**src/core/cidec_pkg.sv**
```systemverilog
// Purpose : shared types and constants for the instruction decoder
// Assumes : 16-bit program words, four clock periods per instruction cycle
// Notes   : group codes follow the top bits of the opcode
package cidec_pkg;

  localparam int WORD_W      = 16;
  localparam int FILE_W      = 8;
  localparam int BANK_W      = 4;
  localparam int PHASES      = 4;
  localparam int PHASE_W     = 2;
  localparam int BASE_COUNT  = 75;
  localparam int EXT_COUNT   = 8;

  // field positions
  localparam int F_LSB       = 0;
  localparam int A_BIT       = 8;
  localparam int D_BIT       = 9;
  localparam int B_LSB       = 9;
  localparam int B_W         = 3;
  localparam int PFX_LSB     = 12;
  localparam int PFX_W       = 4;
  localparam int FSRSEL_LSB  = 4;
  localparam int FSRSEL_W    = 2;
  localparam int S_BIT       = 0;
  localparam int M_W         = 2;
  localparam int N_W         = 11;

  // second-word marker and first-word opcodes of the double-word set
  localparam logic [3:0] SECOND_PFX  = 4'hF;
  localparam logic [3:0] OP_MOVFF    = 4'hC;
  localparam logic [7:0] OP_CALL_HI  = 8'hEC;
  localparam logic [7:0] OP_GOTO_HI  = 8'hEF;
  localparam logic [7:0] OP_LFSR_HI  = 8'hEE;
  localparam logic [7:0] OP_GOTO_HI0 = 8'hEF;

  // quick-access region boundary and top bank; last sequencer phase
  localparam logic [7:0] QUICK_SPLIT = 8'h60;
  localparam logic [3:0] QUICK_HI_BANK = 4'hF;
  localparam logic [1:0] PHASE_LAST  = 2'h3;

  typedef enum logic [1:0] {
    CIDEC_GRP_BYTE,
    CIDEC_GRP_BIT,
    CIDEC_GRP_LIT,
    CIDEC_GRP_CTRL
  } cidec_group_t;

  typedef struct packed {
    logic                valid;
    cidec_group_t        group;
    logic [7:0]          opcode;
    logic [FILE_W-1:0]   file_sel;
    logic                dest_file;
    logic                access_bank;
    logic [B_W-1:0]      bit_num;
    logic [7:0]          literal;
    logic [FSRSEL_W-1:0] fsr_sel;
    logic                fast_mode;
    logic [M_W-1:0]      table_mode;
    logic [N_W-1:0]      prog_addr;
    logic [BANK_W+FILE_W-1:0] data_addr;
    logic                double_word;
    logic                second_word;
    logic                no_operation;
    logic                extended;
    logic [1:0]          cycles;
  } cidec_decode_t;

endpackage

```
**src/core/cidec_phase_gen.sv**
```systemverilog
// Purpose : four-phase sequencer giving one instruction cycle per four clocks
// Assumes : single clock domain
// Notes   : cycle_end pulses on the last phase
`timescale 1ns/1ps
module cidec_phase_gen #(
  parameter int PHASES_P = cidec_pkg::PHASES
) (
  input  wire logic                         core_clk,
  input  wire logic                         rstn,
  output logic      [cidec_pkg::PHASE_W-1:0] phase,
  output logic                              cycle_end
);
  import cidec_pkg::*;

  if (PHASES_P != PHASES) begin : g_bad_phases
    $error("phase count must be four");
  end

  always_ff @(posedge core_clk or negedge rstn) begin
    if (!rstn) begin
      phase <= '0;
    end else begin
      phase <= phase + 2'h1;
    end
  end

  always_ff @(posedge core_clk or negedge rstn) begin
    if (!rstn) begin
      cycle_end <= 1'b0;
    end else begin
      cycle_end <= (phase == PHASE_LAST - 2'h1);
    end
  end
endmodule

```
**src/core/cidec_decoder.sv**
```systemverilog
// Purpose : instruction fetch-side decode of 16-bit program words
// Assumes : fetch_word is stable for the whole instruction cycle
// Notes   : one decode result per instruction cycle, registered
//
// Summary of operation
// - recognise 75 base instructions plus 8 extended stack-oriented ones.
// - most instructions use one 16-bit word; four use two words.
// - split each single word into opcode and operand fields.
// - double-word instructions span 32 bits; second word top nibble all ones.
// - a second word executed alone acts as no operation.
// - single word takes one cycle, two when test true or PC changes.
// - every double-word instruction takes two instruction cycles.
// - one instruction cycle is four clock periods from a phase sequencer.
// - byte operations decode file selector, destination and access selector.
// - destination zero writes working register, one writes the file register.
// - bit operations decode file selector, bit number and access selector.
// - literal operations take a literal, pointer selector, or nothing.
// - control operations take address, call/return mode, table mode, or nothing.
// - classify each instruction into byte, bit, literal or control groups.
`timescale 1ns/1ps
module cidec_decoder #(
  parameter int WORD_W_P = cidec_pkg::WORD_W
) (
  input  wire logic                            core_clk,
  input  wire logic                            rstn,
  input  wire logic [cidec_pkg::WORD_W-1:0]    fetch_word,
  input  wire logic [cidec_pkg::BANK_W-1:0]    bank_sel,
  input  wire logic                            cond_taken,
  output logic                                 fetch_req,
  output logic      [cidec_pkg::PHASE_W-1:0]   phase_out,
  output cidec_pkg::cidec_decode_t             decode_out,
  output logic                                 to_working_register,
  output logic                                 cycle_stall
);
  import cidec_pkg::*;

  // refuse package settings that the fixed field slicing below cannot serve
  if (WORD_W_P != WORD_W) begin : g_bad_word
    $error("program word must be 16 bits");
  end
  if (PFX_LSB + PFX_W != WORD_W) begin : g_bad_marker
    $error("second-word marker must fill the top bits of the word");
  end
  if (B_LSB + B_W > WORD_W || D_BIT >= WORD_W || A_BIT >= WORD_W) begin : g_bad_fields
    $error("operand fields must lie inside the program word");
  end
  if (N_W > WORD_W || FILE_W != 8) begin : g_bad_addr
    $error("address fields do not fit the program word");
  end

  logic [PHASE_W-1:0] phase;
  logic               cycle_end;
  logic               expect_second_reg;
  logic               expect_second_next;
  logic               extra_cycle_reg;
  cidec_decode_t      dec_next;

  localparam int ADDR_W = BANK_W + FILE_W;

  cidec_decode_t      nop_slot;
  cidec_group_t       group_next;
  logic [ADDR_W-1:0]  data_addr_next;
  logic               pair_first;
  logic               marker_word;
  logic               take_extra;

  cidec_phase_gen #(
    .PHASES_P (PHASES)
  ) u_phase (
    .core_clk  (core_clk),
    .rstn      (rstn),
    .phase     (phase),
    .cycle_end (cycle_end)
  );

  function automatic logic is_double_first(input logic [WORD_W-1:0] w);
    is_double_first = (w[15:12] == OP_MOVFF) ||
                      (w[15:8] == OP_CALL_HI) || (w[15:8] == 8'hED) ||
                      (w[15:8] == OP_GOTO_HI) ||
                      ((w[15:8] == OP_LFSR_HI) && (w[7:6] == 2'h0));
  endfunction

  function automatic logic is_extended(input logic [WORD_W-1:0] w);
    is_extended = (w[15:8] == 8'hE8) || (w[15:8] == 8'hE9) ||
                  (w[15:8] == 8'hEA) || (w[15:8] == 8'hEB) ||
                  (w[15:0] == 16'h0014);
  endfunction

  always_comb begin
    dec_next             = '0;
    dec_next.valid       = 1'b1;
    dec_next.opcode      = fetch_word[15:8];
    dec_next.file_sel    = fetch_word[F_LSB +: FILE_W];
    dec_next.access_bank = fetch_word[A_BIT];
    dec_next.dest_file   = fetch_word[D_BIT];
    dec_next.bit_num     = fetch_word[B_LSB +: B_W];
    dec_next.literal     = fetch_word[7:0];
    dec_next.fsr_sel     = fetch_word[FSRSEL_LSB +: FSRSEL_W];
    dec_next.fast_mode   = fetch_word[S_BIT];
    dec_next.table_mode  = fetch_word[M_W-1:0];
    dec_next.prog_addr   = fetch_word[N_W-1:0];
    dec_next.extended    = is_extended(fetch_word);
    dec_next.group       = group_next;
    dec_next.data_addr   = data_addr_next;
    if (expect_second_reg) begin
      dec_next.second_word  = 1'b1;
      dec_next.cycles       = 2'h2;
    end else if (marker_word) begin
      dec_next.second_word  = 1'b1;
      dec_next.no_operation = 1'b1;
      dec_next.group        = CIDEC_GRP_CTRL;
      dec_next.cycles       = 2'h1;
    end else if (pair_first) begin
      dec_next.double_word  = 1'b1;
      dec_next.cycles       = 2'h2;
    end else begin
      dec_next.cycles       = cond_taken ? 2'h2 : 2'h1;
    end
  end

  // group from the top opcode bits; pointer loads count as literal operations
  always_comb begin
    if (fetch_word[15:12] <= 4'h6 && fetch_word[15:8] >= 8'h10) begin
      group_next = CIDEC_GRP_BYTE;
    end else if (fetch_word[15:12] >= 4'h7 && fetch_word[15:12] <= 4'hB) begin
      group_next = CIDEC_GRP_BIT;
    end else if (fetch_word[15:12] == 4'hC) begin
      group_next = CIDEC_GRP_BYTE;
    end else if (fetch_word[15:12] == 4'h0 && fetch_word[11:8] != 4'h0) begin
      group_next = CIDEC_GRP_LIT;
    end else if (fetch_word[15:8] == OP_LFSR_HI) begin
      group_next = CIDEC_GRP_LIT;
    end else begin
      group_next = CIDEC_GRP_CTRL;
    end
  end

  // access selector clear: quick region, split between bank zero and the top bank
  always_comb begin
    if (!fetch_word[A_BIT]) begin
      data_addr_next = (fetch_word[7:0] < QUICK_SPLIT) ?
                       {4'h0, fetch_word[7:0]} : {QUICK_HI_BANK, fetch_word[7:0]};
    end else begin
      data_addr_next = {bank_sel, fetch_word[7:0]};
    end
  end

  // a taken test buys one extra slot, never for a word that belongs to a pair
  always_comb begin
    pair_first  = is_double_first(fetch_word);
    marker_word = (fetch_word[PFX_LSB +: PFX_W] == SECOND_PFX);
    take_extra  = cond_taken && !extra_cycle_reg && !expect_second_reg &&
                  !pair_first && !marker_word;
  end

  // the inserted slot shows a plain one-cycle no_operation
  always_comb begin
    nop_slot              = '0;
    nop_slot.valid        = 1'b1;
    nop_slot.group        = CIDEC_GRP_CTRL;
    nop_slot.no_operation = 1'b1;
    nop_slot.cycles       = 2'h1;
  end

  // the word shown during an inserted slot is dropped and cannot open a pair
  always_comb begin
    expect_second_next = expect_second_reg;
    if (cycle_end) begin
      expect_second_next = !expect_second_reg && !extra_cycle_reg &&
                           pair_first;
    end
  end

  always_ff @(posedge core_clk or negedge rstn) begin
    if (!rstn) begin
      expect_second_reg <= 1'b0;
    end else begin
      expect_second_reg <= expect_second_next;
    end
  end

  // the extra cycle of a taken test runs as a no_operation slot
  always_ff @(posedge core_clk or negedge rstn) begin
    if (!rstn) begin
      extra_cycle_reg <= 1'b0;
    end else if (cycle_end) begin
      extra_cycle_reg <= take_extra;
    end
  end

  always_ff @(posedge core_clk or negedge rstn) begin
    if (!rstn) begin
      decode_out          <= '0;
      to_working_register <= 1'b0;
    end else if (cycle_end) begin
      if (extra_cycle_reg) begin
        decode_out          <= nop_slot;
        to_working_register <= 1'b0;
      end else begin
        decode_out          <= dec_next;
        to_working_register <= (dec_next.group == CIDEC_GRP_BYTE) &&
                               !dec_next.dest_file && !dec_next.second_word;
      end
    end
  end

  always_ff @(posedge core_clk or negedge rstn) begin
    if (!rstn) begin
      cycle_stall <= 1'b0;
    end else if (cycle_end) begin
      // high exactly while the inserted slot is on show
      cycle_stall <= extra_cycle_reg;
    end
  end

  always_ff @(posedge core_clk or negedge rstn) begin
    if (!rstn) begin
      fetch_req <= 1'b0;
    end else begin
      fetch_req <= (phase == PHASE_LAST);
    end
  end

  always_ff @(posedge core_clk or negedge rstn) begin
    if (!rstn) begin
      phase_out <= '0;
    end else begin
      phase_out <= phase;
    end
  end
endmodule

```
**config.mk**
```make
export PLATFORM = sky130hd
export DESIGN_NAME = cidec_decoder
export DESIGN_NICKNAME = d
export VERILOG_FILES = /design/src/core/cidec_pkg.sv /design/src/core/cidec_phase_gen.sv /design/src/core/cidec_decoder.sv
export SDC_FILE = /design/constraint.sdc
export NUM_CORES = 1
export LEC_CHECK = 0
export BUFFER_PORTS_ARGS = -buffer_cell sky130_fd_sc_hd__clkbuf_2
export CORE_UTILIZATION = 50
export DETAILED_ROUTE_END_ITERATION = 12
export PLACE_DENSITY_LB_ADDON = 0.12
export SLEW_MARGIN = 20
export SYNTH_ARGS = -nofsm -noshare
export SYNTH_HDL_FRONTEND = slang
export SYNTH_SLANG_ARGS = --single-unit
export TNS_END_PERCENT = 10
```
**constraint.sdc**
```tcl
create_clock -name core_clk -period 2.9 [get_ports core_clk]
set_clock_uncertainty 0.1 [all_clocks]
set_input_delay 0.58 -clock core_clk [delete_from_list [all_inputs] [get_ports core_clk]]
set_output_delay 0.58 -clock core_clk [all_outputs]
set_load 0.1 [all_outputs]
```
* Yosys cells after proc, flatten, opt, wreduce, memory -nomap -nowiden
Cells that the tools add are included.
Operators by class: $add $sub $neg 1, $lt $le $gt $ge 5, equality and inequality tests 13, multiplexer cells 21, reductions and logical operators 30
Operators by type and width (count):
- 2-to-1 mux 65 bit | 1
- equality test 8 bit, second input constant | 8
- 2-to-1 mux 12 bit | 2
- 2-to-1 mux 2 bit | 10
- equality test 16 x 5 -> 1 bit, second input constant | 1
- logical AND 1 bit | 12
- equality test 4 bit, second input constant | 2
- >= comparator 8 x 5 -> 1 bit, second input constant | 1
- logical OR 1 bit | 8
- less-than comparator 8 x 7 -> 1 bit, second input constant | 1
- 2-to-1 mux 1 bit | 8
- logical NOT 1 bit | 6
- equality test 2 bit, second input constant | 2
- >= comparator 4 x 3 -> 1 bit, second input constant | 1
- <= comparator 4 x 3 -> 1 bit, second input constant | 1
- <= comparator 4 bit, second input constant | 1
- logical NOT 2 bit | 2
- logical NOT 4 bit | 1
- nonzero test 4 bit | 1
- adder 2 x 1 -> 2 bit, second input constant | 1
Word-level totals: flip-flop bits (word level) 76, output and inout port bits 71

* Depth between registers and ports, before layout
word-level depth 12, gate-level depth with buffers 5, gate-level depth less buffers 4

* By module
From an unflattened synthesis, not the netlist that was laid out.
Second synthesis, totals: cells, all modules 202, area total of the unflattened synthesis 2003.2 um2
By module, submodules not included:
- cidec_decoder | times used 1, cells an instance 196, area each 1908.1 um2
- cidec_phase_gen | times used 1, cells an instance 6, area each 95.1 um2

* Worst setup path after synthesis
No wires, ideal clock.
path kind register -> output, start point register, netlist name decode_out[47], end point output port decode_out[18] in the netlist's numbering, data arrival time 1406 ps, path slack 814 ps, stages on the path, launching flop included 2, path buffers 1, path through dfrtp_1 > buf_4
RTL lines:
- to (decl) | line cidec_decoder.sv:31 | output cidec_pkg::cidec_decode_t decode_out,

==> results.md <==
Cells and area:
- In the final layout, the multi-input gates occupy 653 um2.
- Across the whole layout, storage elements account for 976 um2.
- The utilization of the core after routing is 0.609.
- 0 antenna diodes ended up in the layout.
- The area growth from synthesis to layout is 13.2%.
- The final cell count without fillers is 306.
- The number of nets in the layout is 282.
- In the final layout, the registers with the most flip-flops are decode_out x29, phase_out x2, u_phase.phase x2.
- The largest register by flop count is decode_out.
- Of the cells placed in the final design, the portion with a size suffix greater than 1 is 0.415.
- Fill cells in the final layout number 340.
- The register with the most flip-flops in the layout has 29 of them.

Floorplanning:
- The die is 65.9 um tall.
- The number of standard-cell rows in the floorplan is 22.
- The die covers 0.00435 mm2.
- The total area inside the core boundary comes to 0.00380 mm2.
- The number of top-level pins is 94.
- The horizontal die dimension is 65.9 um.
- The starting density of the core is 0.538.

STA:
- The portion of the clock cycle consumed by the worst path in the final layout is 0.655.
- Setup repair after global routing left no endpoint under its margin.
- Setup violations remaining at the end of the flow were counted as 0.
- Adding up every negative setup slack in the final design gives 0 ps.
- The highest attainable clock frequency is 526 MHz.
- The number of max-slew violations in the final report was 0.
- The routed design could run at a clock period as short as 1900 ps.
- The remaining max-slew budget at the tightest pin is 0.452.
- The slew at the pin with the worst max-slew slack is 821 ps.
- The final count of hold timing violations is 0.

Pwr:
- The share of total power dissipated in sequential elements is 0.354.
- The share of total power consumed by net switching is 0.518.
- The cell area power density is 755 mW/mm2.
- Of the total power, the clock network draws 0.202.
- The combinational cell fraction of total power is 0.444.
- The power dissipated by switching net loads is 0.000905 W.
- Internal power comes to 0.000843 W.
- The leakage power summed over all cells is 1.19 nW.
- Across the VDD grid, the largest voltage drop is 0.000376 V.

Yosys:
- The total standard cell area after synthesis is 0.00204 mm2.
- After synthesis the netlist holds a flip-flop and latch count of 39.
- After technology mapping, the gate count stands at 204.
- For this run, asynchronously set or reset flops after synthesis account for 1.00.
- Sorting the synthesized cells by how often they occur yields 39 x sky130_fd_sc_hd__dfrtp_1, 38 x sky130_fd_sc_hd__buf_4, 18 x sky130_fd_sc_hd__inv_1, 16 x sky130_fd_sc_hd__o21ai_0, 13 x sky130_fd_sc_hd__nand3b_1.
- For this run, the number of Yosys warnings is 0.
- In this run, distinct cell masters in the synthesized netlist total 39.
- The dominant register cell in the synthesized netlist is sky130_fd_sc_hd__dfrtp_1.
- Of the synthesized area, sequential elements account for 0.477.
- Of all cell types, the one taking the most synthesized area is sky130_fd_sc_hd__dfrtp_1.
- The number of enable flip-flop cells after synthesis is 0.
- The synthesized area per cell is 10.0 um2.
- The share of synthesized area in the top cell type comes to 0.477.
- The number of nets in the synthesized netlist is 229.
- By instance count, the leading cell after synthesis is sky130_fd_sc_hd__dfrtp_1.
- Yosys attributes the largest share of cell area to sky130_fd_sc_hd__dfrtp_1 48%, sky130_fd_sc_hd__buf_4 14%, sky130_fd_sc_hd__nand3b_1 4.8%.

Clock tree:
- The count of clock tree sinks is 39.
- TritonCTS built the clock tree.
- In this run the number of H-tree levels came out at 2.
- After clock tree synthesis, the clock-pin slew on the worst setup and hold paths is 80 ps.
- At the later pin of the worst-skew pair, clock insertion delay measures 290 ps.
- The number of setup buffers added after CTS is 0.
- The clock tree root buffer cell is sky130_fd_sc_hd__clkbuf_8.
- The clock passes through at most 2 buffers.
- After clock tree synthesis, the repair step resized 0 gates.
- Buffers inserted during clock tree synthesis total 5.
- The hold buffer count at cts is 0.

Flow run:
- The number of max-capacitance violations reported is 0.

Global routing:
- Entering global routing, the biggest net connects 40 pins.
- The first global-routing pass estimated 6320 um of wire.
- Global routing finished with a remaining overflow of 0.
- The initial antenna violation count is 0.
- The number of global-route vias before repair is 1308.
- The overall global routing resource usage is 0.195.

Placed design:
- The number of port buffers is 93.
- The detailed placement HPWL is 2930 um.
- After detailed placement, the design holds a cell count of 298.
- The routability-driven placement congestion ratio is 0.783.

Critical path:
- The required time of the critical path is 2220 ps.
- The maximum net fanout on the critical path is 7.
- Counting both buffers and inverters, the worst setup path holds a total of 1.
- The arrival time of the worst setup path is 1220 ps.
- On the worst path, the slowest cell contributes a delay of 490 ps.
- The worst register-to-register path begins at u_phase.cycle_end.
- The worst setup path is launched from a flip-flop.
- The worst setup path is captured at an output pin.
- The cell type group with the largest total delay on the critical path is buffers and inverters.
- The worst setup path is of the reg -> out kind.
- The critical path's slowest cell is sky130_fd_sc_hd__clkbuf_2.
- The start point of the critical path is decode_out[47].
- The signal on the critical path passes through clkbuf_2.

Route:
- The final routed wirelength across all metal layers is 3960 um.
- In the final routed layout, each cell accounts on average for 12.9 um.
- The count of nets left with antenna violations once routing finished came out at 0.
- The count of routing violations after the opening detailed-route iteration is 120.
- In the routed design, unresolved DRC markers number 0.
- The detail-routed via count per cell is 5.18.
- The routed via count is 1584.
- The number of iterations in the first detailed-routing pass is 4.

Run status:
- The run finished with clean final reports.

Hold path:
- The classification of the worst-slack hold path is in -> async.
## layout make-up
type                            count  share of cell area
Clock buffer                        6              0.0314
Clock inverter                      2             0.00541
Inverter                           18              0.0292
Multi-Input combinational cell     99               0.282
Sequential cell                    39               0.422
Tap cell                           48              0.0259
Timing Repair Buffer               94               0.204
## power by group through the flow
stage | combinational [W] | sequential [W] | clock, W
after floorplan | 0.000461 | 0.000890 | 0
after CTS | 0.000779 | 0.000619 | 0.000362
final | 0.000776 | 0.000618 | 0.000354
after detailed placement | 0.000778 | 0.000630 | 0
after global placement | 0.000778 | 0.000629 | 0
after global routing | 0.000799 | 0.000626 | 0.000392
## final timing paths
| kind | slack, ps | end | cells past startpoint |
|---|---|---|---|
| worst min register to register | 310 | phase_out[1] | 0 |
| min in group core_clk | 310 | phase_out[1] | 0 |
| worst max-delay path | 1000 | decode_out[18] | 1 |
| worst max register to register | 1180 | decode_out[5] | 3 |
| max in group asynchronous | 1900 | decode_out[53] | 1 |
| worst min-delay path | 280 | decode_out[17] | 1 |
## logic make-up (layout without fill, tap and decap cells)
family,after synthesis,in the layout,synth area share
flip-flops,39,39,0.477
AO/OA/AOI/OAI,39,39,0.130
buffers and inverters,66,120,0.203
adder cells (fa/ha/maj),2,2,0.0122
multiplexers,2,2,0.0110
AND/OR/NAND/NOR,56,56,0.166
## through the flow
step	hold slack (ps)	total power (W)	cell area [um2]	setup slack [ps]
4_1_cts	317	0.00176	2310	979
3_5_place_dp	300	0.00141	2230	1120
3_3_place_gp	297	0.00141	2230	1150
2_1_floorplan	184	0.00135	2040	814
6_report	285	0.00175	2310	1000
5_1_grt	337	0.00182	2310	919
## layer usage
metal	track usage	up-vias	share of wire
met5	0	-	0
li1	-	758	-
met4	0.0798	0	0.011
met1	0.274	739	0.46
met3	0.0431	5	0.077
met2	0.292	82	0.45
## cells in the final DEF, fill, tap and decap left out, types with 3 or more instances in the layout
cell type,synthesis,final
sky130_fd_sc_hd__nand2b_1,4,4
sky130_fd_sc_hd__clkbuf_8,0,5
sky130_fd_sc_hd__nand3b_1,13,13
sky130_fd_sc_hd__clkbuf_2,0,92
sky130_fd_sc_hd__o21ai_0,16,16
sky130_fd_sc_hd__dfrtp_1,39,39
sky130_fd_sc_hd__nor2b_1,7,7
sky130_fd_sc_hd__nand2_1,9,9
sky130_fd_sc_hd__nor4_1,3,3
sky130_fd_sc_hd__o2bb2ai_1,7,7
sky130_fd_sc_hd__inv_1,18,18
sky130_fd_sc_hd__nor2_1,7,7
Note: power is estimated with default switching activity, not from simulation.
